[src/pkg/tef_pkg.sv]
// Purpose: shared constants and types of the timer event and flag unit
// Assumes: 32-bit AXI4-Lite register access, one clock
// Notes: offsets are byte addresses
package tef_pkg;
  // ----------------------------------------------------------------------
  // register offsets
  // ----------------------------------------------------------------------
  localparam logic [7:0] OFF_CTL_SLAVE = 8'h08;
  localparam logic [7:0] OFF_DMA_IRQ_EN = 8'h0c;
  localparam logic [7:0] OFF_EVENT_FLAGS = 8'h10;
  localparam logic [7:0] OFF_SOFT_EVENT = 8'h14;
  localparam logic [7:0] OFF_CHAN_CTL_LOW = 8'h18;
  localparam logic [7:0] OFF_CHAN_CTL_HIGH = 8'h1c;
  localparam logic [7:0] OFF_MODE_CTL = 8'h20;
  localparam logic [7:0] OFF_CAPTURE0 = 8'h24;
  localparam logic [31:0] RESET_WORD = 32'h0000_0000;
  // ----------------------------------------------------------------------
  // field positions
  // ----------------------------------------------------------------------
  localparam int BIT_UPDATE = 0;
  localparam int BIT_CHAN0 = 1;
  localparam int BIT_TRIGGER = 6;
  localparam int BIT_UPD_DMA = 8;
  localparam int BIT_CHAN0_DMA = 9;
  localparam int BIT_OVER0 = 9;
  localparam int BIT_TRIG_DMA = 14;
  localparam int BIT_QJUMP = 16;
  localparam int BIT_QDISC = 17;
  localparam int BIT_EXTRA0 = 28;
  localparam int BIT_SYNC_START = 7;
  localparam int BIT_DMA_SRC = 3;
  localparam int BIT_UPD_SRC = 2;
  localparam int BIT_QJUMP_DET = 0;
  localparam int BIT_QDISC_DET = 1;
  localparam int BIT_PAUSE = 2;
  localparam int BIT_SLAVE_EN = 3;
  localparam int BIT_DOWN = 4;
  localparam int BIT_COMPOSITE0 = 8;
  // channel mode field: low two bits at 8*n, bit 2 at 30+n in each pair
  localparam logic [2:0] MODE_OUTPUT = 3'b000;
  localparam logic [3:0] CMP_PWM0 = 4'b0110;
  localparam logic [3:0] CMP_PWM1 = 4'b0111;
  localparam logic [31:0] FLAG_MASK = 32'hf003_1e5f;
  localparam logic [31:0] SOFT_MASK = 32'hf000_005f;
  localparam logic [1:0] RESP_OKAY = 2'b00;
  localparam logic [1:0] RESP_SLVERR = 2'b10;

  // hardware events from the timer core, one-cycle pulses
  typedef struct packed {
    logic [3:0] extraCmp;
    logic quadDisc;
    logic quadJump;
    logic [3:0] capCmp;
    logic trigEdgeActive;
    logic trigEdgeAny;
    logic overflow;
    logic slaveUpdate;
  } tef_events_type;

  // requests to the timer core
  typedef struct packed {
    logic counterClear;
    logic counterLoadReload;
    logic prescalerClear;
    logic [3:0] captureNow;
    logic syncStart;
  } tef_core_type;
endpackage : tef_pkg

[src/design/tef_sync3.sv]
// Purpose: three-stage synchroniser for a pin level
// Assumes: single clock, synchronous active-low reset
// Notes: output changes once stages two and three agree
`timescale 1ns/100ps
`default_nettype none
module tef_sync3
  import tef_pkg::*;
(
  // clock and reset
  input wire logic clk,
  input wire logic rst_n,
  // level in and out
  input wire logic din,
  output logic dout
);
  logic s1_ff;
  logic s2_ff;
  logic s3_ff;
  logic out_ff;
  // first stage feeds only the second
  always_ff @(posedge clk) begin
    if (!rst_n) begin
      s1_ff <= 1'b0;
      s2_ff <= 1'b0;
      s3_ff <= 1'b0;
    end else begin
      s1_ff <= din;
      s2_ff <= s1_ff;
      s3_ff <= s2_ff;
    end
  end
  // accept a change only when settled
  always_ff @(posedge clk) begin
    if (!rst_n) begin
      out_ff <= 1'b0;
    end else if (s2_ff == s3_ff) begin
      out_ff <= s3_ff;
    end
  end
  assign dout = out_ff;
endmodule : tef_sync3
`default_nettype wire

[src/design/tef_quad_detect.sv]
// Purpose: quadrature jump and disconnection detector
// Assumes: synchronised phase levels
// Notes: disconnection is a phase level held past a timeout
`timescale 1ns/100ps
`default_nettype none
module tef_quad_detect
  import tef_pkg::*;
#(
  parameter logic [15:0] DISC_LIMIT = 16'h0fff
)
(
  // clock and reset
  input wire logic clk,
  input wire logic rst_n,
  // phases and enables
  input wire logic phaseA,
  input wire logic phaseB,
  input wire logic jumpDetEn,
  input wire logic discDetEn,
  // event pulses
  output logic jumpEvt,
  output logic discEvt
);
  logic prevA_ff;
  logic prevB_ff;
  logic [15:0] idle_ff;
  logic jump_ff;
  logic disc_ff;
  logic changeA;
  logic changeB;
  assign changeA = phaseA ^ prevA_ff;
  assign changeB = phaseB ^ prevB_ff;
  // both phases toggling at once is a jump; long silence a disconnect
  always_ff @(posedge clk) begin
    if (!rst_n) begin
      prevA_ff <= 1'b0;
      prevB_ff <= 1'b0;
      idle_ff <= 16'h0000;
      jump_ff <= 1'b0;
      disc_ff <= 1'b0;
    end else begin
      prevA_ff <= phaseA;
      prevB_ff <= phaseB;
      jump_ff <= jumpDetEn && changeA && changeB;
      if (changeA || changeB || !discDetEn) begin
        idle_ff <= 16'h0000;
      end else if (idle_ff != DISC_LIMIT) begin
        idle_ff <= idle_ff + 16'h0001;
      end
      disc_ff <= discDetEn && (idle_ff == DISC_LIMIT - 16'h0001);
    end
  end
  assign jumpEvt = jump_ff;
  assign discEvt = disc_ff;
endmodule : tef_quad_detect
`default_nettype wire

[src/design/tef_unit.sv]
// Purpose: event flags, interrupt and DMA requests of a timer
// Assumes: AXI4-Lite slave, 40 MHz clock, sync active-low reset
// Notes: software events self-clear the cycle after the write
//
// The AXI4-Lite slave port is this design's own decision.
`timescale 1ns/100ps
`default_nettype none
// Functional notes
// - sync start set makes trigger input the counter start event
// - interrupt enables: update 0, channels 1-4, trigger 6, 16, 17, 28-31
// - DMA enables: update 8, channels 9-12, trigger 14; gate requests
// - extra compare interrupt enables act only in composite PWM mode
// - quadrature interrupt enables act only with their detection enabled
// - channel flag set by capture (input) or compare (output) event
// - reading capture value clears the input channel flag
// - over-capture set when capture hits an already set channel flag
// - trigger flag: any edge in pause mode, active edge otherwise
// - update flag set on update event (only overflow with update source set), held until software clears
// - extra compare flag set by hardware compare only in composite PWM mode
// - quadrature jump and disconnect flags set by enabled detection
// - channel soft event sets flag; in input mode captures, sets over-capture if flag already set
// - trigger soft event sets trigger flag, self-clears
// - update soft event clears or reloads counter, clears prescaler
// - extra compare soft event sets extra flag, self-clears
// - DMA source select picks channel event or update for requests
// - update source set: only overflow raises update irq or DMA
module tef_unit
  import tef_pkg::*;
(
  // clock and reset
  input wire logic clk,
  input wire logic rst_n,
  // axi4-lite write channels
  input wire logic [7:0] s_axi_awaddr,
  input wire logic s_axi_awvalid,
  output logic s_axi_awready,
  input wire logic [31:0] s_axi_wdata,
  input wire logic [3:0] s_axi_wstrb,
  input wire logic s_axi_wvalid,
  output logic s_axi_wready,
  output logic [1:0] s_axi_bresp,
  output logic s_axi_bvalid,
  input wire logic s_axi_bready,
  // axi4-lite read channels
  input wire logic [7:0] s_axi_araddr,
  input wire logic s_axi_arvalid,
  output logic s_axi_arready,
  output logic [31:0] s_axi_rdata,
  output logic [1:0] s_axi_rresp,
  output logic s_axi_rvalid,
  input wire logic s_axi_rready,
  // timer core side
  input wire tef_events_type hwEvents,
  input wire logic [31:0] captureValue0,
  input wire logic triggerIn,
  input wire logic quadPhaseA,
  input wire logic quadPhaseB,
  output tef_core_type coreReq,
  // requests
  output logic timerIrq,
  output logic [5:0] dmaReq
);
  // ----------------------------------------------------------------------
  // registers and bus state
  // ----------------------------------------------------------------------
  logic [31:0] enable_ff;
  logic [31:0] flags_ff;
  logic [31:0] chanLow_ff;
  logic [31:0] chanHigh_ff;
  logic [31:0] slave_ff;
  logic [31:0] mode_ff;
  logic [31:0] soft_ff;
  logic [7:0] awAddr_ff;
  logic [31:0] wData_ff;
  logic awHave_ff;
  logic wHave_ff;
  logic bValid_ff;
  logic [1:0] bResp_ff;
  logic arReady_ff;
  logic rValid_ff;
  logic [31:0] rData_ff;
  logic [1:0] rResp_ff;
  logic irq_ff;
  logic [5:0] dma_ff;
  tef_core_type core_ff;
  logic trigSync;
  logic trigPrev_ff;
  logic phaseA;
  logic phaseB;
  logic quadJumpEvt;
  logic quadDiscEvt;

  // full word access only; partial strobes are refused
  function automatic logic isInput(input logic [31:0] lo, hi, int ch);
    logic [2:0] m;
    m = 3'b000;
    case (ch)
      0: m = {lo[30], lo[1:0]};
      1: m = {lo[31], lo[9:8]};
      2: m = {hi[30], hi[1:0]};
      default: m = {hi[31], hi[9:8]};
    endcase
    return m != MODE_OUTPUT;
  endfunction : isInput

  function automatic logic isComposite(input logic [31:0] lo, hi,
                                       input logic [31:0] md, int ch);
    logic [3:0] c;
    c = 4'h0;
    case (ch)
      0: c = {lo[16], lo[6:4]};
      1: c = {lo[24], lo[14:12]};
      2: c = {hi[16], hi[6:4]};
      default: c = {hi[24], hi[14:12]};
    endcase
    return md[BIT_COMPOSITE0 + ch] && !isInput(lo, hi, ch) &&
           (c == CMP_PWM0 || c == CMP_PWM1);
  endfunction : isComposite

  // ----------------------------------------------------------------------
  // pin synchronisers and quadrature detection
  // ----------------------------------------------------------------------
  tef_sync3 uSyncTrig (.clk(clk), .rst_n(rst_n), .din(triggerIn),
                       .dout(trigSync));
  tef_sync3 uSyncA (.clk(clk), .rst_n(rst_n), .din(quadPhaseA),
                    .dout(phaseA));
  tef_sync3 uSyncB (.clk(clk), .rst_n(rst_n), .din(quadPhaseB),
                    .dout(phaseB));
  tef_quad_detect uQuad (
    .clk(clk), .rst_n(rst_n), .phaseA(phaseA), .phaseB(phaseB),
    .jumpDetEn(mode_ff[BIT_QJUMP_DET]), .discDetEn(mode_ff[BIT_QDISC_DET]),
    .jumpEvt(quadJumpEvt), .discEvt(quadDiscEvt)
  );

  // ----------------------------------------------------------------------
  // write path
  // ----------------------------------------------------------------------
  logic wrFire;
  logic wrFull;
  logic rdFire;
  logic rdCapture0;
  assign wrFull = (s_axi_wstrb == 4'hf);
  assign wrFire = awHave_ff && wHave_ff && !bValid_ff;

  // address and data are taken in either order, one write at a time
  always_ff @(posedge clk) begin
    if (!rst_n) begin
      awHave_ff <= 1'b0;
      wHave_ff <= 1'b0;
      awAddr_ff <= 8'h00;
      wData_ff <= RESET_WORD;
      bValid_ff <= 1'b0;
      bResp_ff <= RESP_OKAY;
    end else begin
      if (s_axi_awvalid && !awHave_ff && !bValid_ff) begin
        awHave_ff <= 1'b1;
        awAddr_ff <= s_axi_awaddr;
      end
      if (s_axi_wvalid && !wHave_ff && !bValid_ff) begin
        wHave_ff <= 1'b1;
        wData_ff <= wrFull ? s_axi_wdata : 32'hffff_ffff;
        bResp_ff <= wrFull ? RESP_OKAY : RESP_SLVERR;
      end
      if (wrFire) begin
        awHave_ff <= 1'b0;
        wHave_ff <= 1'b0;
        bValid_ff <= 1'b1;
        if (awAddr_ff[1:0] != 2'b00 || awAddr_ff > OFF_CAPTURE0) begin
          bResp_ff <= RESP_SLVERR;
        end
      end else if (bValid_ff && s_axi_bready) begin
        bValid_ff <= 1'b0;
      end
    end
  end
  assign s_axi_awready = !awHave_ff && !bValid_ff;
  assign s_axi_wready = !wHave_ff && !bValid_ff;
  assign s_axi_bvalid = bValid_ff;
  assign s_axi_bresp = bResp_ff;

  logic wrOk;
  assign wrOk = wrFire && bResp_ff == RESP_OKAY;

  // plain read/write control registers
  always_ff @(posedge clk) begin
    if (!rst_n) begin
      enable_ff <= RESET_WORD;
      chanLow_ff <= RESET_WORD;
      chanHigh_ff <= RESET_WORD;
      slave_ff <= RESET_WORD;
      mode_ff <= RESET_WORD;
    end else if (wrOk) begin
      case (awAddr_ff)
        OFF_DMA_IRQ_EN: enable_ff <= wData_ff & 32'hf003_5f5f;
        OFF_CHAN_CTL_LOW: chanLow_ff <= wData_ff;
        OFF_CHAN_CTL_HIGH: chanHigh_ff <= wData_ff;
        OFF_CTL_SLAVE: slave_ff <= wData_ff & 32'h0000_008c;
        OFF_MODE_CTL: mode_ff <= wData_ff & 32'h0000_0f1f;
        default: ;
      endcase
    end
  end

  // soft event bits live one cycle, then clear themselves
  always_ff @(posedge clk) begin
    if (!rst_n) begin
      soft_ff <= RESET_WORD;
    end else if (wrOk && awAddr_ff == OFF_SOFT_EVENT) begin
      soft_ff <= wData_ff & SOFT_MASK;
    end else begin
      soft_ff <= RESET_WORD;
    end
  end

  // ----------------------------------------------------------------------
  // event gathering
  // ----------------------------------------------------------------------
  logic [31:0] setEv;
  logic [31:0] keepMask;
  logic updEv;
  logic updCountsIrq;
  logic trigEv;
  logic [3:0] chanEv;
  logic [3:0] inMode;
  logic [3:0] compMode;
  always_comb begin
    for (int i = 0; i < 4; i++) begin
      inMode[i] = isInput(chanLow_ff, chanHigh_ff, i);
      compMode[i] = isComposite(chanLow_ff, chanHigh_ff, mode_ff, i);
    end
  end
  assign trigEv = (mode_ff[BIT_SLAVE_EN] &&
                   (mode_ff[BIT_PAUSE] ? (trigSync ^ trigPrev_ff)
                                       : (trigSync && !trigPrev_ff)))
                  || soft_ff[BIT_TRIGGER];
  assign updEv = hwEvents.overflow || hwEvents.slaveUpdate ||
                 soft_ff[BIT_UPDATE];
  assign updCountsIrq = slave_ff[BIT_UPD_SRC] ? hwEvents.overflow
                                              : updEv;
  assign chanEv = hwEvents.capCmp | soft_ff[BIT_CHAN0 +: 4];

  always_comb begin
    setEv = RESET_WORD;
    setEv[BIT_UPDATE] = updCountsIrq;
    setEv[BIT_CHAN0 +: 4] = chanEv;
    setEv[BIT_TRIGGER] = trigEv;
    setEv[BIT_OVER0 +: 4] = chanEv & inMode & flags_ff[BIT_CHAN0 +: 4];
    setEv[BIT_QJUMP] = quadJumpEvt;
    setEv[BIT_QDISC] = quadDiscEvt;
    setEv[BIT_EXTRA0 +: 4] = (hwEvents.extraCmp & compMode) |
                             soft_ff[BIT_EXTRA0 +: 4];
  end

  // ----------------------------------------------------------------------
  // flags: write 0 clears, capture read clears, hardware set wins
  // ----------------------------------------------------------------------
  always_comb begin
    keepMask = 32'hffff_ffff;
    if (wrOk && awAddr_ff == OFF_EVENT_FLAGS) begin
      keepMask = wData_ff;
    end
    if (rdCapture0 && inMode[0]) begin
      keepMask[BIT_CHAN0] = 1'b0;
    end
  end
  always_ff @(posedge clk) begin
    if (!rst_n) begin
      flags_ff <= RESET_WORD;
    end else begin
      flags_ff <= ((flags_ff & keepMask) | setEv) & FLAG_MASK;
    end
  end

  // ----------------------------------------------------------------------
  // interrupt and dma requests
  // ----------------------------------------------------------------------
  logic [31:0] irqGate;
  always_comb begin
    irqGate = enable_ff & FLAG_MASK;
    irqGate[BIT_OVER0 +: 4] = 4'h0;
    irqGate[BIT_QJUMP] = enable_ff[BIT_QJUMP] &&
                         mode_ff[BIT_QJUMP_DET];
    irqGate[BIT_QDISC] = enable_ff[BIT_QDISC] &&
                         mode_ff[BIT_QDISC_DET];
    irqGate[BIT_EXTRA0 +: 4] = enable_ff[BIT_EXTRA0 +: 4] & compMode;
  end
  always_ff @(posedge clk) begin
    if (!rst_n) begin
      irq_ff <= 1'b0;
      trigPrev_ff <= 1'b0;
    end else begin
      irq_ff <= |(flags_ff & irqGate);
      trigPrev_ff <= trigSync;
    end
  end

  // dma pulses: [0] update, [4:1] channels, [5] trigger
  always_ff @(posedge clk) begin
    if (!rst_n) begin
      dma_ff <= 6'h00;
    end else begin
      dma_ff[0] <= updCountsIrq && enable_ff[BIT_UPD_DMA];
      dma_ff[4:1] <= (slave_ff[BIT_DMA_SRC] ? {4{updCountsIrq}} : chanEv)
                     & enable_ff[BIT_CHAN0_DMA +: 4];
      dma_ff[5] <= trigEv && enable_ff[BIT_TRIG_DMA];
    end
  end

  // requests to the counter core
  always_ff @(posedge clk) begin
    if (!rst_n) begin
      core_ff <= '0;
    end else begin
      core_ff.counterClear <= soft_ff[BIT_UPDATE] &&
                              !mode_ff[BIT_DOWN];
      core_ff.counterLoadReload <= soft_ff[BIT_UPDATE] &&
                                   mode_ff[BIT_DOWN];
      core_ff.prescalerClear <= soft_ff[BIT_UPDATE];
      core_ff.captureNow <= soft_ff[BIT_CHAN0 +: 4] & inMode;
      core_ff.syncStart <= slave_ff[BIT_SYNC_START] &&
                           trigSync && !trigPrev_ff;
    end
  end
  assign coreReq = core_ff;
  assign timerIrq = irq_ff;
  assign dmaReq = dma_ff;

  // ----------------------------------------------------------------------
  // read path
  // ----------------------------------------------------------------------
  assign rdFire = s_axi_arvalid && arReady_ff;
  assign rdCapture0 = rdFire && s_axi_araddr == OFF_CAPTURE0;
  always_ff @(posedge clk) begin
    if (!rst_n) begin
      arReady_ff <= 1'b1;
      rValid_ff <= 1'b0;
      rData_ff <= RESET_WORD;
      rResp_ff <= RESP_OKAY;
    end else if (rdFire) begin
      arReady_ff <= 1'b0;
      rValid_ff <= 1'b1;
      rResp_ff <= RESP_OKAY;
      case (s_axi_araddr)
        OFF_CTL_SLAVE: rData_ff <= slave_ff;
        OFF_DMA_IRQ_EN: rData_ff <= enable_ff;
        OFF_EVENT_FLAGS: rData_ff <= flags_ff;
        OFF_SOFT_EVENT: rData_ff <= RESET_WORD;
        OFF_CHAN_CTL_LOW: rData_ff <= chanLow_ff;
        OFF_CHAN_CTL_HIGH: rData_ff <= chanHigh_ff;
        OFF_MODE_CTL: rData_ff <= mode_ff;
        OFF_CAPTURE0: rData_ff <= captureValue0;
        default: begin
          rData_ff <= RESET_WORD;
          rResp_ff <= RESP_SLVERR;
        end
      endcase
    end else if (rValid_ff && s_axi_rready) begin
      rValid_ff <= 1'b0;
      arReady_ff <= 1'b1;
    end
  end
  assign s_axi_arready = arReady_ff;
  assign s_axi_rvalid = rValid_ff;
  assign s_axi_rdata = rData_ff;
  assign s_axi_rresp = rResp_ff;
endmodule : tef_unit
`default_nettype wire

[config.mk]
export PLATFORM = sky130hd
export DESIGN_NAME = tef_unit
export DESIGN_NICKNAME = d
export VERILOG_FILES = /design/src/pkg/tef_pkg.sv /design/src/design/tef_sync3.sv /design/src/design/tef_quad_detect.sv /design/src/design/tef_unit.sv
export SDC_FILE = /design/constraint.sdc
export NUM_CORES = 1
export LEC_CHECK = 0
export BUFFER_PORTS_ARGS = -buffer_cell sky130_fd_sc_hd__buf_2
export CAP_MARGIN = 5
export CORE_ASPECT_RATIO = 0.7
export CORE_MARGIN = 2
export CORE_UTILIZATION = 28
export DETAILED_ROUTE_END_ITERATION = 12
export GPL_TIMING_DRIVEN = 0
export PLACE_DENSITY = 0.42
export SYNTH_ARGS = -nofsm -noshare
export SYNTH_HDL_FRONTEND = slang
export SYNTH_SLANG_ARGS = --single-unit
export TNS_END_PERCENT = 10
[constraint.sdc]
create_clock -name clk -period 5.3 [get_ports clk]
set_input_delay 1.325 -clock clk [delete_from_list [all_inputs] [get_ports clk]]
set_output_delay 1.325 -clock clk [all_outputs]
set_load 0.01 [all_outputs]
==> reports/results.tsv, run 1 <==
metric	value	unit
tns	0	ps
ys.flop_type	dfxtp_1	
final_area	0.01233	mm²
cp_cell_sequence	buf_2, nor3b_1, o2111ai_1, clkbuf_1, o21ai_0	
slowest_delay	960	ps
synth-edff-count	0	
wirelength	37470	µm
clk_latency	560	ps
drtPass1Iterations	6	
worst_r2r_path_depth	5	
grt_max_degree	14	
cp_num_buf_inv	2	
ctsHoldBuffers	0	
status	finished, final reports clean	
ios	164	
root_buffer	clkbuf_16	
layout-drive-gt1-share	0.2302	
dieArea	0.03753	mm²
cts_buffers	26	
crit_cells	5	
slew_viol_final	0	
finalCritPeriodShare	0.5962	
synth_top_area_frac	0.4929	
syn_area	0.01007	mm²
clk_pin_slew	60	ps
startpoint_type	primary input	
die_height	162.7	µm
gr-usage-all-layers	0.1975	
cts_setup_buffers	0	
grt_overflow	0	
async_reset_ff_frac	0	
syn_to_final_growth	22.39	%
slowest_stage	nor3b_1	
grt_antenna_before_repair	0	
vias	8670	
synth-seq-area-share	0.4929	
via_per_inst	5.017	
min_period	3160	ps
rows	58	
wl_per_cell	21.68	µm
path_max_fanout	10	
crit_family	simple AND/OR/NAND/NOR gates	
hpwl	28720	µm
ctsHtreeMaxLevel	1	
finalHoldViolations	0	
cp.arrival	3630	ps
whs_path_depth	1	
power-per-cell-area	331.1	mW/mm²
max_slew.worst_pin.slew	1177	ps
core_area	0.03570	mm²
ys_ff_latch	248	
nets	1342	
netlist_top_cells_area	dfxtp_1, mux2i_1, nand2_1	
die_w	230.7	µm
synth.distinct_cells	70	
synth.most_common_cell	dfxtp_1	
grt_first_pass_wirelength	55010	µm
crit_type	primary input to flip-flop	
cp.required	5770	ps
relSlewSlack	0.2134	
yosysWarnings	0	
io_buffer_count	158	
n_fill_cell	3758	
yosys.area.top_type	dfxtp_1	
vdd_drop_max	215.9	µV
cts.path.max_buffers	3	
hold_path_class	flip-flop to flip-flop	
drtIter0Drc	829	
end_kind	flip-flop	
synth_nets	1156	
place.gp.congestion	0.8181	
synth_cells	1045	
cts_resized	0	
skew	12.32	ps
p_leak	0.004636	µW
setup_violations	0	
cts_tree	done	
rsz0062_at_grt	false	
drc	0	
seq_area	0.004965	mm²
multi_input_area	0.004726	mm²
grt_pass1_vias	8338	
synthTopCellsByCount	dfxtp_1, nand2_1, mux2i_1	
cts_sinks	248	
drtAntennaViolNets	0	
place_area	0.01146	mm²
fmax	316.5	MHz
avgSynthCellArea	9.640	µm²
initial_utilization	0.2821	
maxCapViolations	0	
## through the flow
stage	setup WS [ps]	instances	util	power (µW)	hold WS, ps
final	2140	1728	0.3453	4083	432.1
after CTS	2174	1727	0.3452	4124	437.0
after global routing	1923	1727	0.3452	4229	465.7
after floorplan	2462	1045	-	2101	410.8
after detailed placement	1632	1683	0.3211	2240	421.2
after global placement	1613	1683	0.3211	2239	421.0
## final cells by class
type,instances,area share
clock inverter,7,0.008119
sequential,248,0.4027
clock buffer,37,0.06180
antenna,1,0.0002030
buffer,73,0.02770
inverter,11,0.003349
tap,480,0.04871
timing repair buffer,158,0.06414
multi-input combinational,713,0.3833
## worst reg2reg max path, stage by stage, from the launching register on
cell	delay [ps]
dfxtp_1	340
nor4_4	480
nand4_1	240
nor2_1	650
buf_4	380
mux2i_1	220
## layout by cell type (no fill, tap or decap), types with 7 or more instances in the layout
cell,Yosys,routed
a222oi_1,16,16
clkbuf_16,0,26
a22oi_1,27,27
and3_1,7,7
buf_2,15,173
mux2_2,20,20
nor2_1,27,27
or3_1,11,11
inv_1,11,11
mux2i_1,87,87
clkbuf_1,44,48
nand3_1,9,9
clkbuf_8,0,7
dfxtp_1,248,248
a22o_1,14,14
o221a_2,32,32
and2_1,27,27
o22ai_1,12,12
a21oi_1,72,72
o21ai_0,49,49
nand4_1,9,9
nand2_1,198,198
## power breakdown
group	internal (µW)	leakage (µW)	switching, µW
clock network	1090	0.000426	791
logic	93.8	0.00220	150
registers	1900	0.00201	53.8
total	3090	0.00464	994
## final timing paths
| check | start | end | slack (ps) |
|---|---|---|---|
| max | s_axi_araddr[3] | s_axi_rdata[20] | 2140 |
| min | uSyncTrig.s1_ff | uSyncTrig.s2_ff | 430 |
| max reg2reg | awAddr_ff[7] | chanHigh_ff[4] | 2910 |
| min reg2reg | uSyncTrig.s1_ff | uSyncTrig.s2_ff | 430 |
## state kept, by name, indices dropped and copies added (netlist names), 2 cells and up
name and flops:
dmaReq 6, uQuad.idle_ff 16, s_axi_rdata 32, chanLow_ff 32, coreReq 8, slave_ff 3
soft_ff 10, flags_ff 16, chanHigh_ff 32, s_axi_bresp 2, awAddr_ff 8, mode_ff 9
wData_ff 32, enable_ff 18
## metal layers
layer / routed length, µm / track usage
met5: 0 / 0
met4: 440 / 0.02727
met3: 2583 / 0.04114
met1: 20490 / 0.3236
met2: 13960 / 0.2607
## cells by family (layout without fill, tap and decap cells)
| logic type | Yosys count | after routing | share of synthesized area |
|---|---|---|---|
| flip-flops | 248 | 248 | 0.4929 |
| XOR/XNOR | 2 | 2 | 0.001739 |
| AO/OA/AOI/OAI | 256 | 256 | 0.1811 |
| adder cells (fa/ha/maj) | 3 | 3 | 0.003727 |
| multiplexers | 107 | 107 | 0.1088 |
| other | 1 | 2 | 0.0003723 |
| AND/OR/NAND/NOR | 344 | 344 | 0.1734 |
| buffers and inverters | 84 | 286 | 0.03801 |
(Power assumes the default switching activity.)
==> run 2: changes to the inputs <==
- PLACE_DENSITY: 0.42 -> 0.44
- clock period: 5.3 -> 2.6 ns (I/O delays scaled with it)
==> reports/results.tsv, run 2 (synthesis results as in run 1) <==
metric	value	unit	change
cts_buffers	28		was 26
die_w	230.7	µm	unchanged
grt_first_pass_wirelength	54830	µm	was 55010 µm
cp.arrival	2910	ps	was 3630 ps
rsz0062_at_grt	false		unchanged
clk_pin_slew	60	ps	about the same
maxCapViolations	0		unchanged
ctsHtreeMaxLevel	1		unchanged
clk_latency	570	ps	was 560 ps
fmax	413.1	MHz	
place_inst	1683		unchanged
startpoint_type	primary input		unchanged
r2r_slack	220	ps	was 2910 ps
die_height	162.7	µm	unchanged
drtPass1Iterations	5		was 6
power-per-cell-area	690.4	mW/mm²	was 331.1 mW/mm²
vdd_drop_max	470.4	µV	was 215.9 µV
n_fill_cell	3747		was 3758
layout_common_cells	dfxtp_1, nand2_1, buf_2, mux2i_1, a21oi_1		unchanged
grt_max_degree	15		was 14
grt_overflow	0		unchanged
grt_antenna_before_repair	0		unchanged
crit_end	s_axi_rdata[12]		was s_axi_rdata[20]
rows	58		unchanged
power	8576	µW	was 4083 µW
finalCritPeriodShare	0.9310		
syn_to_final_growth	23.31	%	was 22.39%
finalHoldViolations	0		unchanged
setup_violations	0		unchanged
drc	0		unchanged
dieArea	0.03753	mm²	unchanged
antennaDiodeCount	0		was 1
cp_cell_sequence	buf_2, clkbuf_1, nor4b_2, clkbuf_1, a22oi_1, o22ai_1, a22o_1		was buf_2, nor3b_1, o2111ai_1, clkbuf_1, o21ai_0
skew	22.25	ps	was 12.32 ps
gr-usage-all-layers	0.1953		was 0.1975
place.gp.congestion	0.8493		was 0.8181
core_area	0.03570	mm²	unchanged
drtAntennaViolNets	0		unchanged
wirelength	37310	µm	was 37470 µm
ctsHoldBuffers	0		unchanged
crit_type	primary input to flip-flop		unchanged
fin_cells	1734		was 1728
reg2reg_from	awAddr_ff[7]		unchanged
grt_pass1_vias	8215		was 8338
worst_slack	179.5	ps	was 2140 ps
cp.required	3090	ps	was 5770 ps
end_kind	flip-flop		unchanged
layout-drive-gt1-share	0.2329		was 0.2302
ios	164		unchanged
timing.rr.end	chanHigh_ff[4]		unchanged
nets	1344		was 1342
wl_per_cell	21.52	µm	was 21.68 µm
slowest_delay	740	ps	was 960 ps
final_common_cell	dfxtp_1		unchanged
min_period	2421	ps	
worst_r2r_path_depth	5		unchanged
root_buffer	clkbuf_16		unchanged
vias	8787		was 8670
via_per_inst	5.067		was 5.017
slew_viol_final	0		unchanged
hpwl	28570	µm	was 28720 µm
drtIter0Drc	817		was 829
slowest_stage	nor4b_2		was nor3b_1
cts_tree	done		unchanged
startpoint	s_axi_araddr[2]		was s_axi_araddr[3]
initial_utilization	0.2821		unchanged
tns	0	ps	unchanged
max_slew.worst_pin.slew	1051	ps	was 1177 ps
relSlewSlack	0.2942		was 0.2134
status	finished, final reports clean		unchanged
hold_path_class	primary input to flip-flop		was flip-flop to flip-flop
path_common_cell	clkbuf_1		
cts.path.max_buffers	3		unchanged
pre_cts_ws	-414.0	ps	was 1632 ps
holdWs	293.6	ps	was 432.1 ps
cts_sinks	248		unchanged
io_buffer_count	158		unchanged
path_max_fanout	10		unchanged
p_leak	0.004675	µW	was 0.004636 µW
==> run 2: changes by cell type in the layout (fill, tap and decap cells not counted), sizes merged <==
cell	change
clkinv	+2
bufinv	+1
diode	-1
clkinvlp	+1
clkbuf	+3
==> run 2: worst min-delay path by stage <==
stage                        startpoint      endpoint  cells after the start
after floorplan           uQuad.jumpEvt  flags_ff[16]                      2
after global placement     uSyncB.s1_ff  uSyncB.s2_ff                      1
after detailed placement   uSyncA.s1_ff  uSyncA.s2_ff                      1
after CTS                    quadPhaseA  uSyncA.s1_ff                      2
after global routing         quadPhaseA  uSyncA.s1_ff                      2
final                        quadPhaseA  uSyncA.s1_ff                      2
==> run 2: metrics by stage <==
stage                     utilization  cell area (µm²)
after CTS                      0.3475            12410
after global routing           0.3479            12420
after floorplan                     -            10070
final                          0.3479            12420
after global placement         0.3211            11460
after detailed placement       0.3211            11460
==> run 2: cell type report <==
cell class              count  area, µm²  share of cell area
flip-flops and latches    248       4965              0.3997
repair buffers            158      790.8             0.06366
multi-input cells         713       4740              0.3815
clock buffers              40      795.8             0.06406
plain buffers              73      341.6             0.02750
well taps                 480      600.6             0.04835
inverters                  11      41.29            0.003324
clock inverters            11      147.6             0.01189
==> run 2: critical path, delay by kind of cell <==
kind,cells,cell delay (ps)
AOI/OAI and AO/OA,3,700
and+or+nand+nor,1,740
buffers and inverters,3,810
==> run 2: power breakdown <==
part           leakage, µW  total (µW)  switching [µW]  internal [µW]
combinational      0.00220         497             305            192
sequential         0.00201        3990             113           3880
clock             0.000462        4090            1660           2430
==> run 2: routing by layer <==
metal  GRT usage  routed length (µm)
met1      0.3248               20520
met2      0.2499               13590
met3     0.03869                2721
met4     0.03402                 480
met5           0                   0
==> run 2: timing repair <==
action                                  4_1_cts  5_1_grt
setup buffers                                 0        0
endpoints found under the setup margin        0        1
resized for setup                             0        2
